$ cat src/design/stas_pkg.sv
// Shared constants and carrier types for the sensor start-up and timing host.
// Assumes a 10 MHz system clock and a sensor reached over a write-only serial port.

package stas_pkg;

	// --------------------------------------------------------------------
	// Clock and timing
	// --------------------------------------------------------------------
	localparam int CLK_HZ = 10000000;
	localparam int CLK_PERIOD_NS = 100;
	localparam int TRIG_HIGH_MIN_NS = 25000;
	localparam int TRIG_LOW_MIN_NS = 25000;
	localparam int TRIG_HIGH_CYCLES = (TRIG_HIGH_MIN_NS + CLK_PERIOD_NS - 1) / CLK_PERIOD_NS;
	localparam int TRIG_LOW_CYCLES = (TRIG_LOW_MIN_NS + CLK_PERIOD_NS - 1) / CLK_PERIOD_NS;
	localparam int TRIG_MAX_RATE_HZ = 625;
	localparam int TRIG_PERIOD_MIN_CYCLES = (CLK_HZ + TRIG_MAX_RATE_HZ - 1) / TRIG_MAX_RATE_HZ;
	localparam int OUTSIDE_CLOCK_SELECT_MAX_HZ = 51200;
	localparam int OUTSIDE_CLOCK_SELECT_HALF_CYCLES = (CLK_HZ + 2 * OUTSIDE_CLOCK_SELECT_MAX_HZ - 1) / (2 * OUTSIDE_CLOCK_SELECT_MAX_HZ);
	localparam int SETTLE_ODR_PERIODS = 4;
	localparam int FAST_ODR_HZ = 400;
	localparam int SETTLE_BASE_CYCLES = SETTLE_ODR_PERIODS * (CLK_HZ / FAST_ODR_HZ);
	localparam int SPI_HALF_CYCLES = 5;
	localparam int SPI_FRAME_BITS = 24;

	// --------------------------------------------------------------------
	// Sensor register map and fields
	// --------------------------------------------------------------------
	localparam logic [7:0] DEV_ACT_THRESH_LOW = 8'h20;
	localparam logic [7:0] DEV_ACT_THRESH_HIGH = 8'h21;
	localparam logic [7:0] DEV_ACT_TIME = 8'h22;
	localparam logic [7:0] DEV_INACT_TIMER = 8'h25;
	localparam logic [7:0] DEV_MOTION_CONTROL = 8'h27;
	localparam logic [7:0] DEV_IRQ_MAP_B = 8'h2B;
	localparam logic [7:0] DEV_FILTER_CONTROL = 8'h2C;
	localparam logic [7:0] DEV_POWER_CONTROL = 8'h2D;
	localparam logic [7:0] ACT_TIME_MIN = 8'h01;
	localparam int PWR_RUN_LSB = 0;
	localparam logic [1:0] PWR_RUN_RUN_SELECT = 2'h2;
	localparam int PWR_WAKE_BIT = 3;
	localparam int PWR_OUTSIDE_CLK_BIT = 6;
	localparam int PWR_AUX_BIT = 7;
	localparam int FLT_TRIG_BIT = 3;
	localparam int FLT_RATE_LSB = 0;
	localparam int FLT_RANGE_LSB = 6;
	localparam logic [2:0] RATE_DEFAULT = 3'h3;
	localparam logic [2:0] RATE_FASTEST = 3'h5;

	// --------------------------------------------------------------------
	// Host register map (byte offsets, 32-bit words)
	// --------------------------------------------------------------------
	localparam logic [7:0] CSR_CONTROL = 8'h00;
	localparam logic [7:0] CSR_STATUS = 8'h04;
	localparam logic [7:0] CSR_LENGTH = 8'h08;
	localparam logic [7:0] CSR_TRIG_PERIOD = 8'h0C;
	localparam logic [7:0] CSR_SCRIPT_BASE = 8'h40;
	localparam int CTL_START_BIT = 0;
	localparam int CTL_TRIG_RUN_BIT = 1;
	localparam logic [4:0] SCRIPT_DEPTH = 5'h10;
	localparam logic [15:0] TRIG_PERIOD_RESET = 16'h3E80;

	// --------------------------------------------------------------------
	// Carrier types
	// --------------------------------------------------------------------
	typedef struct packed {
		logic [7:0] addr;
		logic [7:0] data;
	} stas_entry_t;

	typedef struct packed {
		logic sclk;
		logic mosi;
		logic cs_n;
	} stas_spi_t;

	typedef struct packed {
		logic [7:0] address;
		logic read;
		logic write;
		logic [31:0] writedata;
	} stas_avs_req_t;

	typedef enum logic [4:0] {
		ST_IDLE = 5'h01,
		ST_FETCH = 5'h02,
		ST_LOAD = 5'h04,
		ST_SHIFT = 5'h08,
		ST_SETTLE = 5'h10
	} stas_state_t;

endpackage

$ cat src/design/stas_host.sv
// Host controller: replays a configuration script to the sensor, waits for settling,
// and drives the sensor's optional outside clock and sample trigger pins.
// Assumes an Avalon-MM master with waitrequest and a write-only serial link.
//
// Chosen here: register access over Avalon-MM.

module stas_host #(
	parameter int settle_base_cycles = stas_pkg::SETTLE_BASE_CYCLES,
	parameter int trig_period_min_cycles = stas_pkg::TRIG_PERIOD_MIN_CYCLES,
	parameter logic [7:0] spi_write_code = 8'h01
) (
	input wire logic clock, // System clock, 10 MHz
	input wire logic rstn, // Async reset, active low
	input wire stas_pkg::stas_avs_req_t avs_req, // Avalon request group
	output logic [31:0] avs_readdata, // Avalon read data, registered
	output logic avs_waitrequest, // Avalon stall
	output stas_pkg::stas_spi_t spi, // Serial link to sensor
	input wire logic irq_a_in, // First sensor pin, level seen
	output logic irq_a_out, // First pin drive value (outside clock)
	output logic irq_a_oe, // First pin driven by host
	input wire logic irq_b_in, // Second sensor pin, level seen
	output logic irq_b_out, // Second pin drive value (trigger)
	output logic irq_b_oe // Second pin driven by host
);

	typedef struct packed {
		stas_pkg::stas_state_t st;
		logic [3:0] idx;
		logic [4:0] len;
		logic [7:0] prev;
		logic first;
		logic pwr_seen;
		stas_pkg::stas_entry_t cur;
		logic [23:0] sh;
		logic [4:0] nbit;
		logic [7:0] div;
		logic sclk;
		logic cs_n;
		logic [23:0] settle;
		logic settled;
		logic order_err;
		logic act_warn;
		logic meas_on;
		logic outside_clock_select_on;
		logic trigger_sampling_enable;
		logic [2:0] rate;
		logic [7:0] xdiv;
		logic xclk;
		logic trig_run;
		logic [15:0] trig_period;
		logic [15:0] tcnt;
		logic trig;
		logic [15:0] trig_count;
		logic [1:0] rd_cnt;
		logic [31:0] rdata;
		logic [1:0] a_sync;
		logic [1:0] b_sync;
		logic [15:0] lvl_cnt;
		logic [15:0] gap_cnt;
		logic [7:0] xrun;
		logic [23:0] settle_seen;
	} stas_host_state_t;

	stas_host_state_t r_reg;
	stas_host_state_t r_next;
	stas_pkg::stas_entry_t mem_q;
	logic mem_we;
	logic [3:0] mem_raddr;
	logic busy;
	logic load_bad;
	logic pwr_load;
	logic bw_warn;
	logic [15:0] eff_period;

	// --------------------------------------------------------------------
	// Decoding helpers
	// --------------------------------------------------------------------

	// Word-aligned match of a bus address against a register offset
	function automatic logic csr_hit(input logic [7:0] addr, input logic [7:0] off);
		return addr[7:2] == off[7:2];
	endfunction

	// Four output-rate periods in clock cycles for a rate code
	function automatic logic [23:0] settle_cycles(input logic [2:0] rate);
		logic [2:0] shift;
		shift = (rate >= stas_pkg::RATE_FASTEST) ? 3'h0 : 3'(stas_pkg::RATE_FASTEST - rate);
		return 24'(settle_base_cycles) << shift;
	endfunction

	// --------------------------------------------------------------------
	// Script store and combinational terms
	// --------------------------------------------------------------------
	assign busy = r_reg.st != stas_pkg::ST_IDLE;
	assign mem_we = avs_req.write && !busy && (avs_req.address[7:6] == stas_pkg::CSR_SCRIPT_BASE[7:6]);
	assign mem_raddr = busy ? r_reg.idx : avs_req.address[5:2];
	assign load_bad = (!r_reg.first && mem_q.addr < r_reg.prev) || r_reg.pwr_seen;
	assign pwr_load = (r_reg.st == stas_pkg::ST_LOAD) && !load_bad
		&& (mem_q.addr == stas_pkg::DEV_POWER_CONTROL);
	// rate limit floor
	// Period never shorter than the sensor's fastest triggered rate
	assign eff_period = (r_reg.trig_period < 16'(trig_period_min_cycles))
		? 16'(trig_period_min_cycles) : r_reg.trig_period;
	// bandwidth warning when trigger period exceeds one output-rate period
	assign bw_warn = r_reg.trigger_sampling_enable && r_reg.trig_run
		&& ({8'h00, eff_period} > (settle_cycles(r_reg.rate) / 24'(stas_pkg::SETTLE_ODR_PERIODS)));

	stas_script_mem u_script (
		.clock(clock),
		.rstn(rstn),
		.wr_en(mem_we),
		.wr_addr(avs_req.address[5:2]),
		.wr_data(avs_req.writedata[15:0]),
		.rd_addr(mem_raddr),
		.rd_data(mem_q)
	);

	// --------------------------------------------------------------------
	// Next-state logic
	// --------------------------------------------------------------------
	always_comb begin
		r_next = r_reg;
		// Pin synchronisers, second stage only is read
		r_next.a_sync = {r_reg.a_sync[0], irq_a_in};
		r_next.b_sync = {r_reg.b_sync[0], irq_b_in};

		// Reads answer on the third cycle so the script word can arrive
		if (avs_req.read && r_reg.rd_cnt != 2'h2) begin
			r_next.rd_cnt = r_reg.rd_cnt + 2'h1;
		end else begin
			r_next.rd_cnt = 2'h0;
		end
		if (r_reg.rd_cnt == 2'h1) begin
			r_next.rdata = 32'h0;
			if (csr_hit(avs_req.address, stas_pkg::CSR_CONTROL)) begin
				r_next.rdata[stas_pkg::CTL_TRIG_RUN_BIT] = r_reg.trig_run;
			end else if (csr_hit(avs_req.address, stas_pkg::CSR_STATUS)) begin
				r_next.rdata = {r_reg.trig_count, 7'h00, r_reg.a_sync[1],
					r_reg.b_sync[1] && !r_reg.trigger_sampling_enable, r_reg.trigger_sampling_enable, r_reg.outside_clock_select_on,
					bw_warn, r_reg.act_warn, r_reg.order_err, r_reg.settled, busy};
			end else if (csr_hit(avs_req.address, stas_pkg::CSR_LENGTH)) begin
				r_next.rdata = {27'h0, r_reg.len};
			end else if (csr_hit(avs_req.address, stas_pkg::CSR_TRIG_PERIOD)) begin
				r_next.rdata = {16'h0, r_reg.trig_period};
			end else if (avs_req.address[7:6] == stas_pkg::CSR_SCRIPT_BASE[7:6] && !busy) begin
				r_next.rdata = {16'h0, mem_q};
			end
		end

		// Register writes; length is frozen while a script runs
		if (avs_req.write) begin
			if (csr_hit(avs_req.address, stas_pkg::CSR_CONTROL)) begin
				r_next.trig_run = avs_req.writedata[stas_pkg::CTL_TRIG_RUN_BIT];
			end
			if (csr_hit(avs_req.address, stas_pkg::CSR_LENGTH) && !busy) begin
				r_next.len = (avs_req.writedata[4:0] > stas_pkg::SCRIPT_DEPTH)
					? stas_pkg::SCRIPT_DEPTH : avs_req.writedata[4:0];
			end
			if (csr_hit(avs_req.address, stas_pkg::CSR_TRIG_PERIOD)) begin
				r_next.trig_period = avs_req.writedata[15:0];
			end
		end

		// Script sequencer
		case (r_reg.st)
			stas_pkg::ST_IDLE: begin
				if (avs_req.write && csr_hit(avs_req.address, stas_pkg::CSR_CONTROL)
					&& avs_req.writedata[stas_pkg::CTL_START_BIT] && r_reg.len != 5'h0) begin
					r_next.st = stas_pkg::ST_FETCH;
					r_next.idx = 4'h0;
					r_next.first = 1'b1;
					r_next.pwr_seen = 1'b0;
					r_next.order_err = 1'b0;
					r_next.act_warn = 1'b0;
					r_next.settled = 1'b0;
					r_next.meas_on = 1'b0;
					r_next.outside_clock_select_on = 1'b0;
					r_next.trigger_sampling_enable = 1'b0;
					r_next.rate = stas_pkg::RATE_DEFAULT;
				end
			end
			stas_pkg::ST_FETCH: begin
				r_next.st = stas_pkg::ST_LOAD;
			end
			stas_pkg::ST_LOAD: begin
				// abort on descending address or entry after power control
				if (load_bad) begin
					r_next.order_err = 1'b1;
					r_next.st = stas_pkg::ST_IDLE;
				end else begin
					r_next.cur = mem_q;
					r_next.prev = mem_q.addr;
					r_next.first = 1'b0;
					if (mem_q.addr == stas_pkg::DEV_ACT_TIME && mem_q.data <= stas_pkg::ACT_TIME_MIN) begin
						r_next.act_warn = 1'b1;
					end
					// outside clock starts before the power frame goes out
					if (pwr_load) begin
						r_next.pwr_seen = 1'b1;
						r_next.outside_clock_select_on = mem_q.data[stas_pkg::PWR_OUTSIDE_CLK_BIT];
					end
					r_next.sh = {spi_write_code, mem_q.addr, mem_q.data};
					r_next.nbit = 5'h0;
					r_next.div = 8'h0;
					r_next.sclk = 1'b0;
					r_next.cs_n = 1'b0;
					r_next.st = stas_pkg::ST_SHIFT;
				end
			end
			stas_pkg::ST_SHIFT: begin
				// Mode 0: sensor samples on the rising edge, data moves on the falling
				if (r_reg.div == 8'(stas_pkg::SPI_HALF_CYCLES - 1)) begin
					r_next.div = 8'h0;
					r_next.sclk = !r_reg.sclk;
					if (r_reg.sclk) begin
						if (r_reg.nbit == 5'(stas_pkg::SPI_FRAME_BITS - 1)) begin
							r_next.cs_n = 1'b1;
							// rate code and trigger select take effect once written
							if (r_reg.cur.addr == stas_pkg::DEV_FILTER_CONTROL) begin
								r_next.trigger_sampling_enable = r_reg.cur.data[stas_pkg::FLT_TRIG_BIT];
								r_next.rate = r_reg.cur.data[stas_pkg::FLT_RATE_LSB +: 3];
							end
							// measurement on only for run field 10
							if (r_reg.cur.addr == stas_pkg::DEV_POWER_CONTROL) begin
								r_next.meas_on = r_reg.cur.data[stas_pkg::PWR_RUN_LSB +: 2]
									== stas_pkg::PWR_RUN_RUN_SELECT;
							end
							if ({1'b0, r_reg.idx} == r_reg.len - 5'h1) begin
								r_next.st = stas_pkg::ST_IDLE;
								// settle four rate periods after measurement on
								if (r_reg.cur.addr == stas_pkg::DEV_POWER_CONTROL
									&& r_reg.cur.data[stas_pkg::PWR_RUN_LSB +: 2]
									== stas_pkg::PWR_RUN_RUN_SELECT) begin
									r_next.st = stas_pkg::ST_SETTLE;
									r_next.settle = settle_cycles(r_reg.rate) - 24'h1;
								end
							end else begin
								r_next.idx = r_reg.idx + 4'h1;
								r_next.st = stas_pkg::ST_FETCH;
							end
						end else begin
							r_next.nbit = r_reg.nbit + 5'h1;
							r_next.sh = {r_reg.sh[22:0], 1'b0};
						end
					end
				end else begin
					r_next.div = r_reg.div + 8'h1;
				end
			end
			stas_pkg::ST_SETTLE: begin
				if (r_reg.settle == 24'h0) begin
					r_next.settled = 1'b1;
					r_next.st = stas_pkg::ST_IDLE;
				end else begin
					r_next.settle = r_reg.settle - 24'h1;
				end
			end
			default: begin
				r_next.st = stas_pkg::ST_IDLE;
			end
		endcase

		// outside clock divided down to at most 51.2 kHz
		if (r_reg.outside_clock_select_on) begin
			r_next.xdiv = (r_reg.xdiv == 8'(stas_pkg::OUTSIDE_CLOCK_SELECT_HALF_CYCLES - 1)) ? 8'h0 : r_reg.xdiv + 8'h1;
			r_next.xclk = (r_reg.xdiv == 8'(stas_pkg::OUTSIDE_CLOCK_SELECT_HALF_CYCLES - 1)) ? !r_reg.xclk : r_reg.xclk;
		end else begin
			r_next.xdiv = 8'h0;
			r_next.xclk = 1'b0;
		end

		// low gap is the period minus the pulse
		// a started period runs out after run is cleared, so pulses are cut short only by a script restart
		if ((r_reg.trig_run && r_reg.trigger_sampling_enable && r_reg.settled) || r_reg.tcnt != 16'h0) begin
			r_next.tcnt = (r_reg.tcnt >= eff_period - 16'h1) ? 16'h0 : r_reg.tcnt + 16'h1;
			r_next.trig = r_reg.tcnt < 16'(stas_pkg::TRIG_HIGH_CYCLES);
			if (r_reg.tcnt == 16'h0) begin
				r_next.trig_count = r_reg.trig_count + 16'h1;
			end
		end else begin
			r_next.trig = 1'b0;
		end
		// Restart releases the trigger pin at once
		if (r_next.st == stas_pkg::ST_FETCH && r_reg.st == stas_pkg::ST_IDLE) begin
			r_next.tcnt = 16'h0;
			r_next.trig = 1'b0;
		end

		// Timing observers for the pin and settle checks
		r_next.lvl_cnt = (r_next.trig != r_reg.trig) ? 16'h0
			: ((r_reg.lvl_cnt == 16'hFFFF) ? r_reg.lvl_cnt : r_reg.lvl_cnt + 16'h1);
		r_next.gap_cnt = (r_next.trig && !r_reg.trig) ? 16'h0
			: ((r_reg.gap_cnt == 16'hFFFF) ? r_reg.gap_cnt : r_reg.gap_cnt + 16'h1);
		r_next.xrun = (r_next.xclk != r_reg.xclk) ? 8'h0
			: ((r_reg.xrun == 8'hFF) ? r_reg.xrun : r_reg.xrun + 8'h1);
		r_next.settle_seen = (r_reg.st == stas_pkg::ST_SETTLE) ? r_reg.settle_seen + 24'h1 : 24'h0;
	end

	// State register
	always_ff @(posedge clock or negedge rstn) begin
		if (!rstn) begin
			r_reg <= '{st: stas_pkg::ST_IDLE, cs_n: 1'b1, first: 1'b1, rate: stas_pkg::RATE_DEFAULT,
				trig_period: stas_pkg::TRIG_PERIOD_RESET, lvl_cnt: 16'hFFFF, gap_cnt: 16'hFFFF,
				xrun: 8'hFF, default: '0};
		end else begin
			r_reg <= r_next;
		end
	end

	// Outputs straight from state, except waitrequest which also follows the read request
	assign avs_readdata = r_reg.rdata;
	assign avs_waitrequest = avs_req.read && r_reg.rd_cnt != 2'h2;
	assign spi = '{sclk: r_reg.sclk, mosi: r_reg.sh[23], cs_n: r_reg.cs_n};
	// first pin driven only while the outside clock is selected
	assign irq_a_out = r_reg.xclk;
	assign irq_a_oe = r_reg.outside_clock_select_on;
	// second pin becomes a host output once triggering is written
	assign irq_b_out = r_reg.trig;
	assign irq_b_oe = r_reg.trigger_sampling_enable;
endmodule

$ cat src/design/stas_script_mem.sv
// Sixteen-entry store for the configuration script (address and value pairs).
// Assumes one writer and one reader on the same clock; read data are registered.

module stas_script_mem (
	input wire logic clock, // System clock
	input wire logic rstn, // Async reset, active low
	input wire logic wr_en, // Write strobe
	input wire logic [3:0] wr_addr, // Write index
	input wire stas_pkg::stas_entry_t wr_data, // Entry to store
	input wire logic [3:0] rd_addr, // Read index
	output stas_pkg::stas_entry_t rd_data // Entry, one cycle after address
);

	typedef struct packed {
		logic [15:0][15:0] words;
		stas_pkg::stas_entry_t q;
	} stas_mem_state_t;

	stas_mem_state_t r_reg;
	stas_mem_state_t r_next;

	// Store on write, always register the read word
	always_comb begin
		r_next = r_reg;
		if (wr_en) begin
			r_next.words[wr_addr] = wr_data;
		end
		r_next.q = r_reg.words[rd_addr];
	end

	// State register
	always_ff @(posedge clock or negedge rstn) begin
		if (!rstn) begin
			r_reg <= '0;
		end else begin
			r_reg <= r_next;
		end
	end

	assign rd_data = r_reg.q;

endmodule

$ cat config.mk
export PLATFORM = sky130hd
export DESIGN_NAME = stas_host
export DESIGN_NICKNAME = d
export VERILOG_FILES = /design/src/design/stas_pkg.sv /design/src/design/stas_host.sv /design/src/design/stas_script_mem.sv
export SDC_FILE = /design/constraint.sdc
export NUM_CORES = 1
export LEC_CHECK = 0
export BUFFER_PORTS_ARGS = -buffer_cell sky130_fd_sc_hd__buf_4
export CORE_ASPECT_RATIO = 0.75
export CORE_UTILIZATION = 40
export CTS_BUF_LIST = sky130_fd_sc_hd__clkbuf_16
export DETAILED_ROUTE_END_ITERATION = 8
export GPL_ROUTABILITY_DRIVEN = 0
export PLACE_DENSITY_LB_ADDON = 0.2
export SETUP_SLACK_MARGIN = 0.1
export SYNTH_ARGS = -nofsm -noshare
export SYNTH_HDL_FRONTEND = slang
export SYNTH_SLANG_ARGS = --single-unit
$ cat constraint.sdc
create_clock -name clock -period 8.2 [get_ports clock]
set_input_delay 1.64 -clock clock [delete_from_list [all_inputs] [get_ports clock]]
set_output_delay 1.64 -clock clock [all_outputs]
set_load 0.05 [all_outputs]
# Yosys cells after proc, flatten, opt, wreduce, memory -nomap -nowiden
# Cells that the tools add are included.
totals:
  n_memories: 0
  ff_bits: 472
  word_cells: 232
  latch_bits: 0
  romBits: 0
  out_inout_bits: 40
  in_bits: 46
  ramBits: 0
classes:
  order_cmp: 11
  n_eq_ne: 38
  div_mod_pow: 0
  mul: 0
  n_mux: 66
  n_addsub: 12
  n_shift: 1
  bitwise: 1
  reduce_logical: 55
ops:
  columns: ["op", "n"]
  rows:
  - ["256-bit bitwise mux", 1]
  - ["16-bit 2-to-1 mux", 6]
  - ["32-bit 2-to-1 mux", 3]
  - ["29-bit 2-to-1 mux", 3]
  - ["39-bit case mux with 2 select lines", 1]
  - ["24-bit 2-to-1 mux", 3]
  - ["16-bit binary-select mux with 4-bit select", 1]
  - ["16-bit demux with 4-bit select", 1]
  - ["57-bit 2-to-1 mux", 1]
  - ["9-bit 2-to-1 mux", 6]
  - ["25-bit 2-to-1 mux", 2]
  - ["24-bit case mux with 2 select lines", 1]
  - ["24-bit by 1-bit subtractor with 24-bit output (second input constant)", 2]
  - ["16-bit by 1-bit adder with 16-bit output (second input constant)", 2]
  - ["8-bit by 6-bit equality test with 1-bit output (second input constant)", 4]
  - ["30-bit 2-to-1 mux", 1]
  - ["2-bit inequality test (second input constant)", 15]
  - ["4-bit 2-to-1 mux", 7]
  - ["26-bit 2-to-1 mux", 1]
  - ["5-bit case mux with 5 select lines", 1]
  - ["24-bit logical NOT", 1]
  - ["17-bit by 3-bit left shift with 24-bit output (first input constant)", 1]
  - ["16-bit by 22-bit greater-than comparator with 1-bit output", 1]
  - ["5-bit 2-to-1 mux", 4]
  - ["other kinds (53)", 115]

# Longest topological paths before layout
# Gate-level depths: netlist of run 1.
depth:
  word_depth: 11
  depth_mapped: 18
  depth_no_buf: 16

# Modules after synthesis
# From an unflattened synthesis of run 1, not the netlist that was laid out.
unflattened:
  cells_unflattened: 1907
  hier_area_um2: 23571.4
modules_own_cells:
  columns: ["mod", "n_inst", "seq_area_each_um2", "area_per_inst_um2", "cells_per_inst"]
  rows:
  - ["stas_script_mem", 1, 6806.5, 12180.4, 744]
  - ["stas_host", 1, 4918.5, 11390.9, 1163]

# Worst setup path before layout of run 1
# Ideal clock, no wire load.
synth_path:
  path_kind: "input-to-output"
  start: "in avs_req[33] (netlist name)"
  end: "out avs_waitrequest"
  setup_slack_ps: 4538
  n_path_buf: 0
  arrival_ps: 2022
  cell_stages: 2
  required_time_ps: 6560
  cell_sequence: "nand2b_1 -> inv_1"
synth_between:
  elab_chain_len: 1
synth_lines:
  columns: ["item", "line", "source"]
  rows:
  - ["start: declaration", "stas_host.sv:14", "input wire stas_pkg::stas_avs_req_t avs_req,"]
  - ["1-bit logical AND", "stas_host.sv:312", "assign avs_waitrequest = avs_req.read && r_reg.rd_cnt != 2'h2;"]
  - ["end: declaration", "stas_host.sv:16", "output logic avs_waitrequest,"]
# Every way passes these cells.

==> results of run 1 <==
==> critical path: cells and delay by family (launching register included) <==
family / cells / cell delay (ns)
buf+inv: 1 / 0.81
simple gates: 3 / 1.75
compound gates: 1 / 0.13
flops: 1 / 0.45
mux: 2 / 1.13
==> per-layer routing <==
metal	GRT usage, %	vias to the layer above
li1	-	7793
met1	32.2	8570
met2	30.4	430
met3	5.20	84
met4	6.06	0
met5	0	-
==> power groups by stage <==
stage | logic [mW] | clock network (mW) | registers [mW]
final | 0.329 | 2.22 | 2.37
after global routing | 0.368 | 2.38 | 2.37
after CTS | 0.332 | 2.28 | 2.37
after detailed placement | 0.331 | 0 | 2.41
after global placement | 0.323 | 0 | 2.41
after floorplan | 0.214 | 0 | 2.40
==> cell families after synthesis <==
kind of cell / count (synthesis) / synth area share [%]
fa+ha+maj: 56 / 2.95
simple gates: 563 / 12.0
compound gates: 402 / 10.5
flops: 468 / 49.3
mux: 398 / 18.5
buf+inv: 233 / 4.65
xor+xnor: 59 / 2.17
==> path summary, 6_finish.rpt <==
check	from	to	slack, ns
min reg2reg	r_next[67]	r_reg[67]	0.35
min in group asynchronous	rstn	u_script.r_reg[259]	1.09
min	r_next[67]	r_reg[67]	0.35
max	r_reg[272]	u_script.rd_data[6]	3.66
max reg2reg	r_reg[272]	u_script.rd_data[6]	3.66
max in group asynchronous	rstn	u_script.r_reg[208]	5.49
==> layout make-up <==
type | count | area, µm² | area share, %
clock buffers | 50 | 1250 | 4.77
clock inverters | 40 | 323 | 1.23
inverters | 62 | 233 | 0.887
multi-input cells | 1478 | 11000 | 41.9
flip-flops and latches | 468 | 11700 | 44.7
well taps | 780 | 976 | 3.72
repair buffers | 95 | 746 | 2.84
==> metrics by stage <==
step | hold slack (ns) | util [%] | setup slack (ns)
floorplan | 0.331 | - | 4.54
global placement | 0.346 | 42.5 | 3.62
detailed placement | 0.343 | 42.5 | 3.58
CTS | 0.357 | 45.2 | 3.70
global route | 0.358 | 45.2 | 3.52
finish | 0.354 | 45.2 | 3.66
==> cells in the final DEF, fill, tap and decap left out, types with 6 or more instances in the layout <==
cell	synthesis	routed
clkinv_2	0	7
o21ai_0	119	118
nor2b_1	15	15
and2_1	10	11
dfrtp_1	457	457
mux2i_1	103	102
inv_1	61	71
nor3_1	37	36
nand2b_1	18	18
or3_1	12	12
nand3_1	70	70
nand2_1	162	162
a21o_1	13	13
nor4_1	31	30
nand4_1	20	20
or4_1	20	20
dfstp_2	11	11
and3_1	10	10
a211oi_1	18	18
mux2_2	280	280
nor4b_1	6	6
o22ai_1	72	72
or2_2	13	13
a31oi_1	8	6
a21oi_1	79	78
nor2_1	109	108
buf_4	38	92
a22oi_1	15	15
clkinv_1	0	15
mux2_4	10	10
o31ai_1	10	10
xor2_1	30	30
xnor2_1	29	29
o21a_1	10	10
clkbuf_16	0	50
a22o_1	11	11
a32oi_1	9	9
ha_1	56	55
==> flow_summary.json, run 1 <==
{
  "wl_mm": 64.5,
  "rows": 76,
  "stdcell_count": 2973,
  "reg2regPathDepth": 7,
  "hp-class": "reg -> reg",
  "synth_area_leaders": "dfrtp_1 48%, mux2_2 13%, mux2i_1 4.3%",
  "cts_tree": "built",
  "powerDensity_nw_per_um2": 187,
  "num_vias": 16900,
  "required_ns": 8.64,
  "synth.distinct_cells": 74,
  "cp.arrival_ns": 4.98,
  "yosysMostFrequentCell": "dfrtp_1",
  "die_y_um": 213,
  "power_frac_comb_pct": 6.7,
  "power_leakage_nw": 12.5,
  "worst_pin_slew_ns": 1.25,
  "cts_buffers": 49,
  "drv_cap": 0,
  "largest_register_ffs": 256,
  "cts-root-buf": "clkbuf_16",
  "slew_violations": 0,
  "grt_pass1_wl_mm": 100,
  "seq_area_frac_synth_pct": 49.3,
  "clock_skew_ns": 0.0311,
  "hpwl_mm": 42.8,
  "die_x_um": 284,
  "crit_path_max_incr_delay_ns": 0.85,
  "final_area_um2": 26200,
  "setup_viol": 0,
  "drt_iter0_drc": 1343,
  "cts_hold_buf": 0,
  "slew_headroom_pct": 15.9,
  "core_um2": 58100,
  "nets": 2256,
  "nFillCells": 5382,
  "dr.pass1.iters": 6,
  "rsz0062_at_grt": "no",
  "fmax_mhz": 220,
  "critical_path_class": "reg -> reg",
  "synthDominantCellAreaShare_pct": 48.1,
  "viasPerCell": 5.68,
  "slowest_stage": "mux2i_4",
  "cts_buffer_depth": 3,
  "cts_htree_levels": 2,
  "synthesis.nets": 2281,
  "grt_pass1_vias": 16500,
  "ant_nets": 0,
  "synth-edff-count": 0,
  "syn2layout_area_growth_pct": 10.4,
  "grt_max_degree": 152,
  "p_int_mw": 3.70,
  "fin_crit_ns": 4.54,
  "met3_length_mm": 4.57,
  "start_kind": "register",
  "highest_layer": "met4",
  "seq_power_share_pct": 48.3,
  "syn_avg_cell_area_um2": 10.9,
  "antenna_found_initial": 1,
  "worstPathCellList": "nor3_1, nand2_2, mux2i_4, buf_4, mux2i_1, o22ai_1, or4_1",
  "outcome": "finished clean",
  "yosys_warnings": 0,
  "postSynth.asyncResetShare_pct": 100,
  "wl_met2_mm": 26.8,
  "grtUsageTotal_pct": 21.5,
  "grt-ovfl-total": 0,
  "dpl.cell_count": 2883,
  "yosys-top-cells-count": "457 x dfrtp_1, 280 x mux2_2, 162 x nand2_1",
  "pin_count": 86,
  "wirelength_met1_mm": 31.6,
  "drc": 0,
  "whs_path_depth": 0,
  "drive_gt1_share_pct": 22.5,
  "clkSinkCount": 468,
  "post_cts_buffers": 0,
  "synthesis.area_um2": 23800,
  "switching_share_pct": 24.8,
  "hold_viol_final": 0,
  "fin_crit_sh_pct": 55.4,
  "cp_max_fo": 48,
  "netSwitchingPower_mw": 1.22,
  "placed_cell_area_um2": 24700,
  "clk_latency_ns": 0.61,
  "start_util_pct": 40.9,
  "endpoint_kind": "register",
  "p_total_mw": 4.92,
  "tns_ns": 0,
  "p_clk_share_pct": 45.1,
  "netlist.top_cell.by_area": "dfrtp_1",
  "ys_ff_latch": 468,
  "syn-instance-count": 2179,
  "wl_per_cell_um": 21.7,
  "ys.flop_type": "dfrtp_1",
  "clk_pin_slew_ns": 0.06,
  "antennaDiodeCount": 0,
  "ir_worst_vdd_mv": 0.158,
  "dieArea_um2": 60400,
  "cts_resized": 0,
  "io_buffers": 67
}
No activity file was read; power rests on OpenSTA's default activity.
==> run 2, diff against run 1 <==
- clock period: 8.2 -> 4.5 ns (I/O delays scaled with it)
==> run 2 against run 1 <==
Cell count increased by 0.50%. Clock power rose by 88%. Flip-flop and latch count is the same. Design area is 0.74% higher. Combinational power grew 86%. Utilization up 0.34 points. Fmax up 16%. Setup slack worse by 3.1 ns. Via count increased by 1.7%.
==> flow_summary.json, run 2 (synthesized netlist as in run 1, its figures left out) <==
{
  "slew_headroom_pct": 14.5,
  "fin_crit_ns": 3.91,
  "hpwl_mm": 43.7,
  "wl_mm": 64.8,
  "grt_pass1_wl_mm": 101,
  "nFillCells": 5321,
  "cts_buffer_depth": 3,
  "syn2layout_area_growth_pct": 11.2,
  "cts_buffers": 50,
  "worst_pin_slew_ns": 1.28,
  "die_x_um": 284,
  "crit_buf_inv": 1,
  "drv_cap": 0,
  "core_um2": 58100,
  "endpoint_kind": "register",
  "crit_path_max_incr_delay_ns": 0.49,
  "cts-root-buf": "clkbuf_16",
  "cts_htree_levels": 2,
  "grt_max_degree": 112,
  "powerDensity_nw_per_um2": 345,
  "drt_iter0_drc": 1504,
  "setup_viol": 0,
  "clkSinkCount": 468,
  "num_vias": 17200,
  "fmax_mhz": 256,
  "ant_nets": 0,
  "clk_latency_ns": 0.61,
  "use_met1_pct": 32.7,
  "clk_pin_slew_ns": 0.07,
  "mostFrequentLayoutCell": "dfrtp_1",
  "required_ns": 4.97,
  "io_buffers": 67,
  "start_kind": "register",
  "grt_use_met3_pct": 3.68,
  "clock_skew_ns": 0.0241,
  "crit_family": "compound AO/OA/AOI/OAI gates",
  "power_leakage_nw": 12.6,
  "fin_crit_sh_pct": 86.9,
  "cts_tree": "built",
  "grt_pass1_vias": 17000,
  "cp.arrival_ns": 4.38,
  "wl_per_cell_um": 21.7,
  "critical_path_class": "reg -> reg",
  "ff2ff_setup_slack_ns": 0.59,
  "dieArea_um2": 60400,
  "cts_hold_buf": 0,
  "viasPerCell": 5.74,
  "drive_gt1_share_pct": 23.3,
  "die_y_um": 213,
  "largest_register_ffs": 256,
  "rows": 76,
  "cp_max_fo": 16,
  "slowest_stage": "dfrtp_1",
  "cts_resized": 0,
  "dr.pass1.iters": 5,
  "multiInputGateArea_um2": 11000,
  "grt-ovfl-total": 0,
  "rsz0062_at_grt": "no",
  "drc": 0,
  "start_util_pct": 40.9,
  "pin_count": 86,
  "grtUsageTotal_pct": 21.6,
  "top_usage_layer": "met1",
  "grt_use_met2_pct": 31.7,
  "antenna_found_initial": 4,
  "nets": 2269,
  "hold_viol_final": 0,
  "seqCellArea_um2": 11700,
  "outcome": "finished clean",
  "hp-class": "in -> async",
  "tns_ns": 0,
  "slew_violations": 0,
  "worstPathCellList": "nor2_1, o31ai_1, nand2_1, ha_1, inv_1, a211o_1, nor3_1, xor2_1, nor2_1, ha_1, a21o_1, a21oi_1, o21ai_0, a21o_1, o21ai_0",
  "post_cts_buffers": 0,
  "layout_common_cells": "457 x dfrtp_1, 280 x mux2_2, 162 x nand2_1",
  "fin_util_pct": 45.5,
  "ir_worst_vdd_mv": 0.268
}
[run 2: layout make-up]
cell class	count	area share, %
tap	780	3.69
timing repair buffer	107	3.30
clock buffer	51	4.83
multi-input combinational	1478	41.6
antenna	1	0.00946
sequential	468	44.3
clock inverter	41	1.37
inverter	62	0.880
[run 2: per-stage QoR]
stage | worst slack, ns | power [mW] | hold slack, ns | cells | cell area (µm²)
2_1_floorplan | 1.02 | 4.76 | 0.331 | 2179 | 23800
3_3_place_gp | 0.715 | 5.00 | 0.343 | 2895 | 24800
3_5_place_dp | 0.626 | 5.01 | 0.350 | 2895 | 24800
4_1_cts | 0.622 | 9.22 | 0.365 | 2987 | 26400
5_1_grt | 0.272 | 9.46 | 0.381 | 2988 | 26400
6_report | 0.588 | 9.11 | 0.345 | 2988 | 26400
[run 2: path summary, 6_finish.rpt]
| check | startpoint | endpoint | cells after the start |
|---|---|---|---|
| min in group clock | r_next[65] | r_reg[65] | 0 |
| worst max-delay path | r_reg[149] | r_reg[120] | 15 |
| worst min register to register | r_next[65] | r_reg[65] | 0 |
| worst min-delay path | rstn | u_script.r_reg[242] | 1 |
| max in group asynchronous | rstn | r_reg[142] | 2 |
| worst max register to register | r_reg[149] | r_reg[120] | 15 |
[run 2: worst register-to-register path: cells and delay by family, from the launching register on]
kind                     cells  cell delay [ns]
XOR/XNOR                     1             0.22
adder cells (fa/ha/maj)      2             0.58
AO/OA/AOI/OAI                7             1.49
AND/OR/NAND/NOR              4             0.91
flip-flops                   1             0.49
buffers and inverters        1             0.10
[run 2: per-layer routing]
| layer | up-vias | wire length, µm |
|---|---|---|
| met1 | 8740 | 31900 |
| met5 | - | 0 |
| met4 | 0 | 1160 |
| met3 | 81 | 4000 |
| met2 | 505 | 27700 |
| li1 | 7838 | - |
[run 2: report_power, final]
part	internal (mW)	total, mW	switching (mW)	leakage, nW
Combinational	0.189	0.612	0.423	5.32
Clock	2.41	4.17	1.77	0.843
Sequential	4.26	4.32	0.0630	6.42
Total	6.85	9.11	2.26	12.6
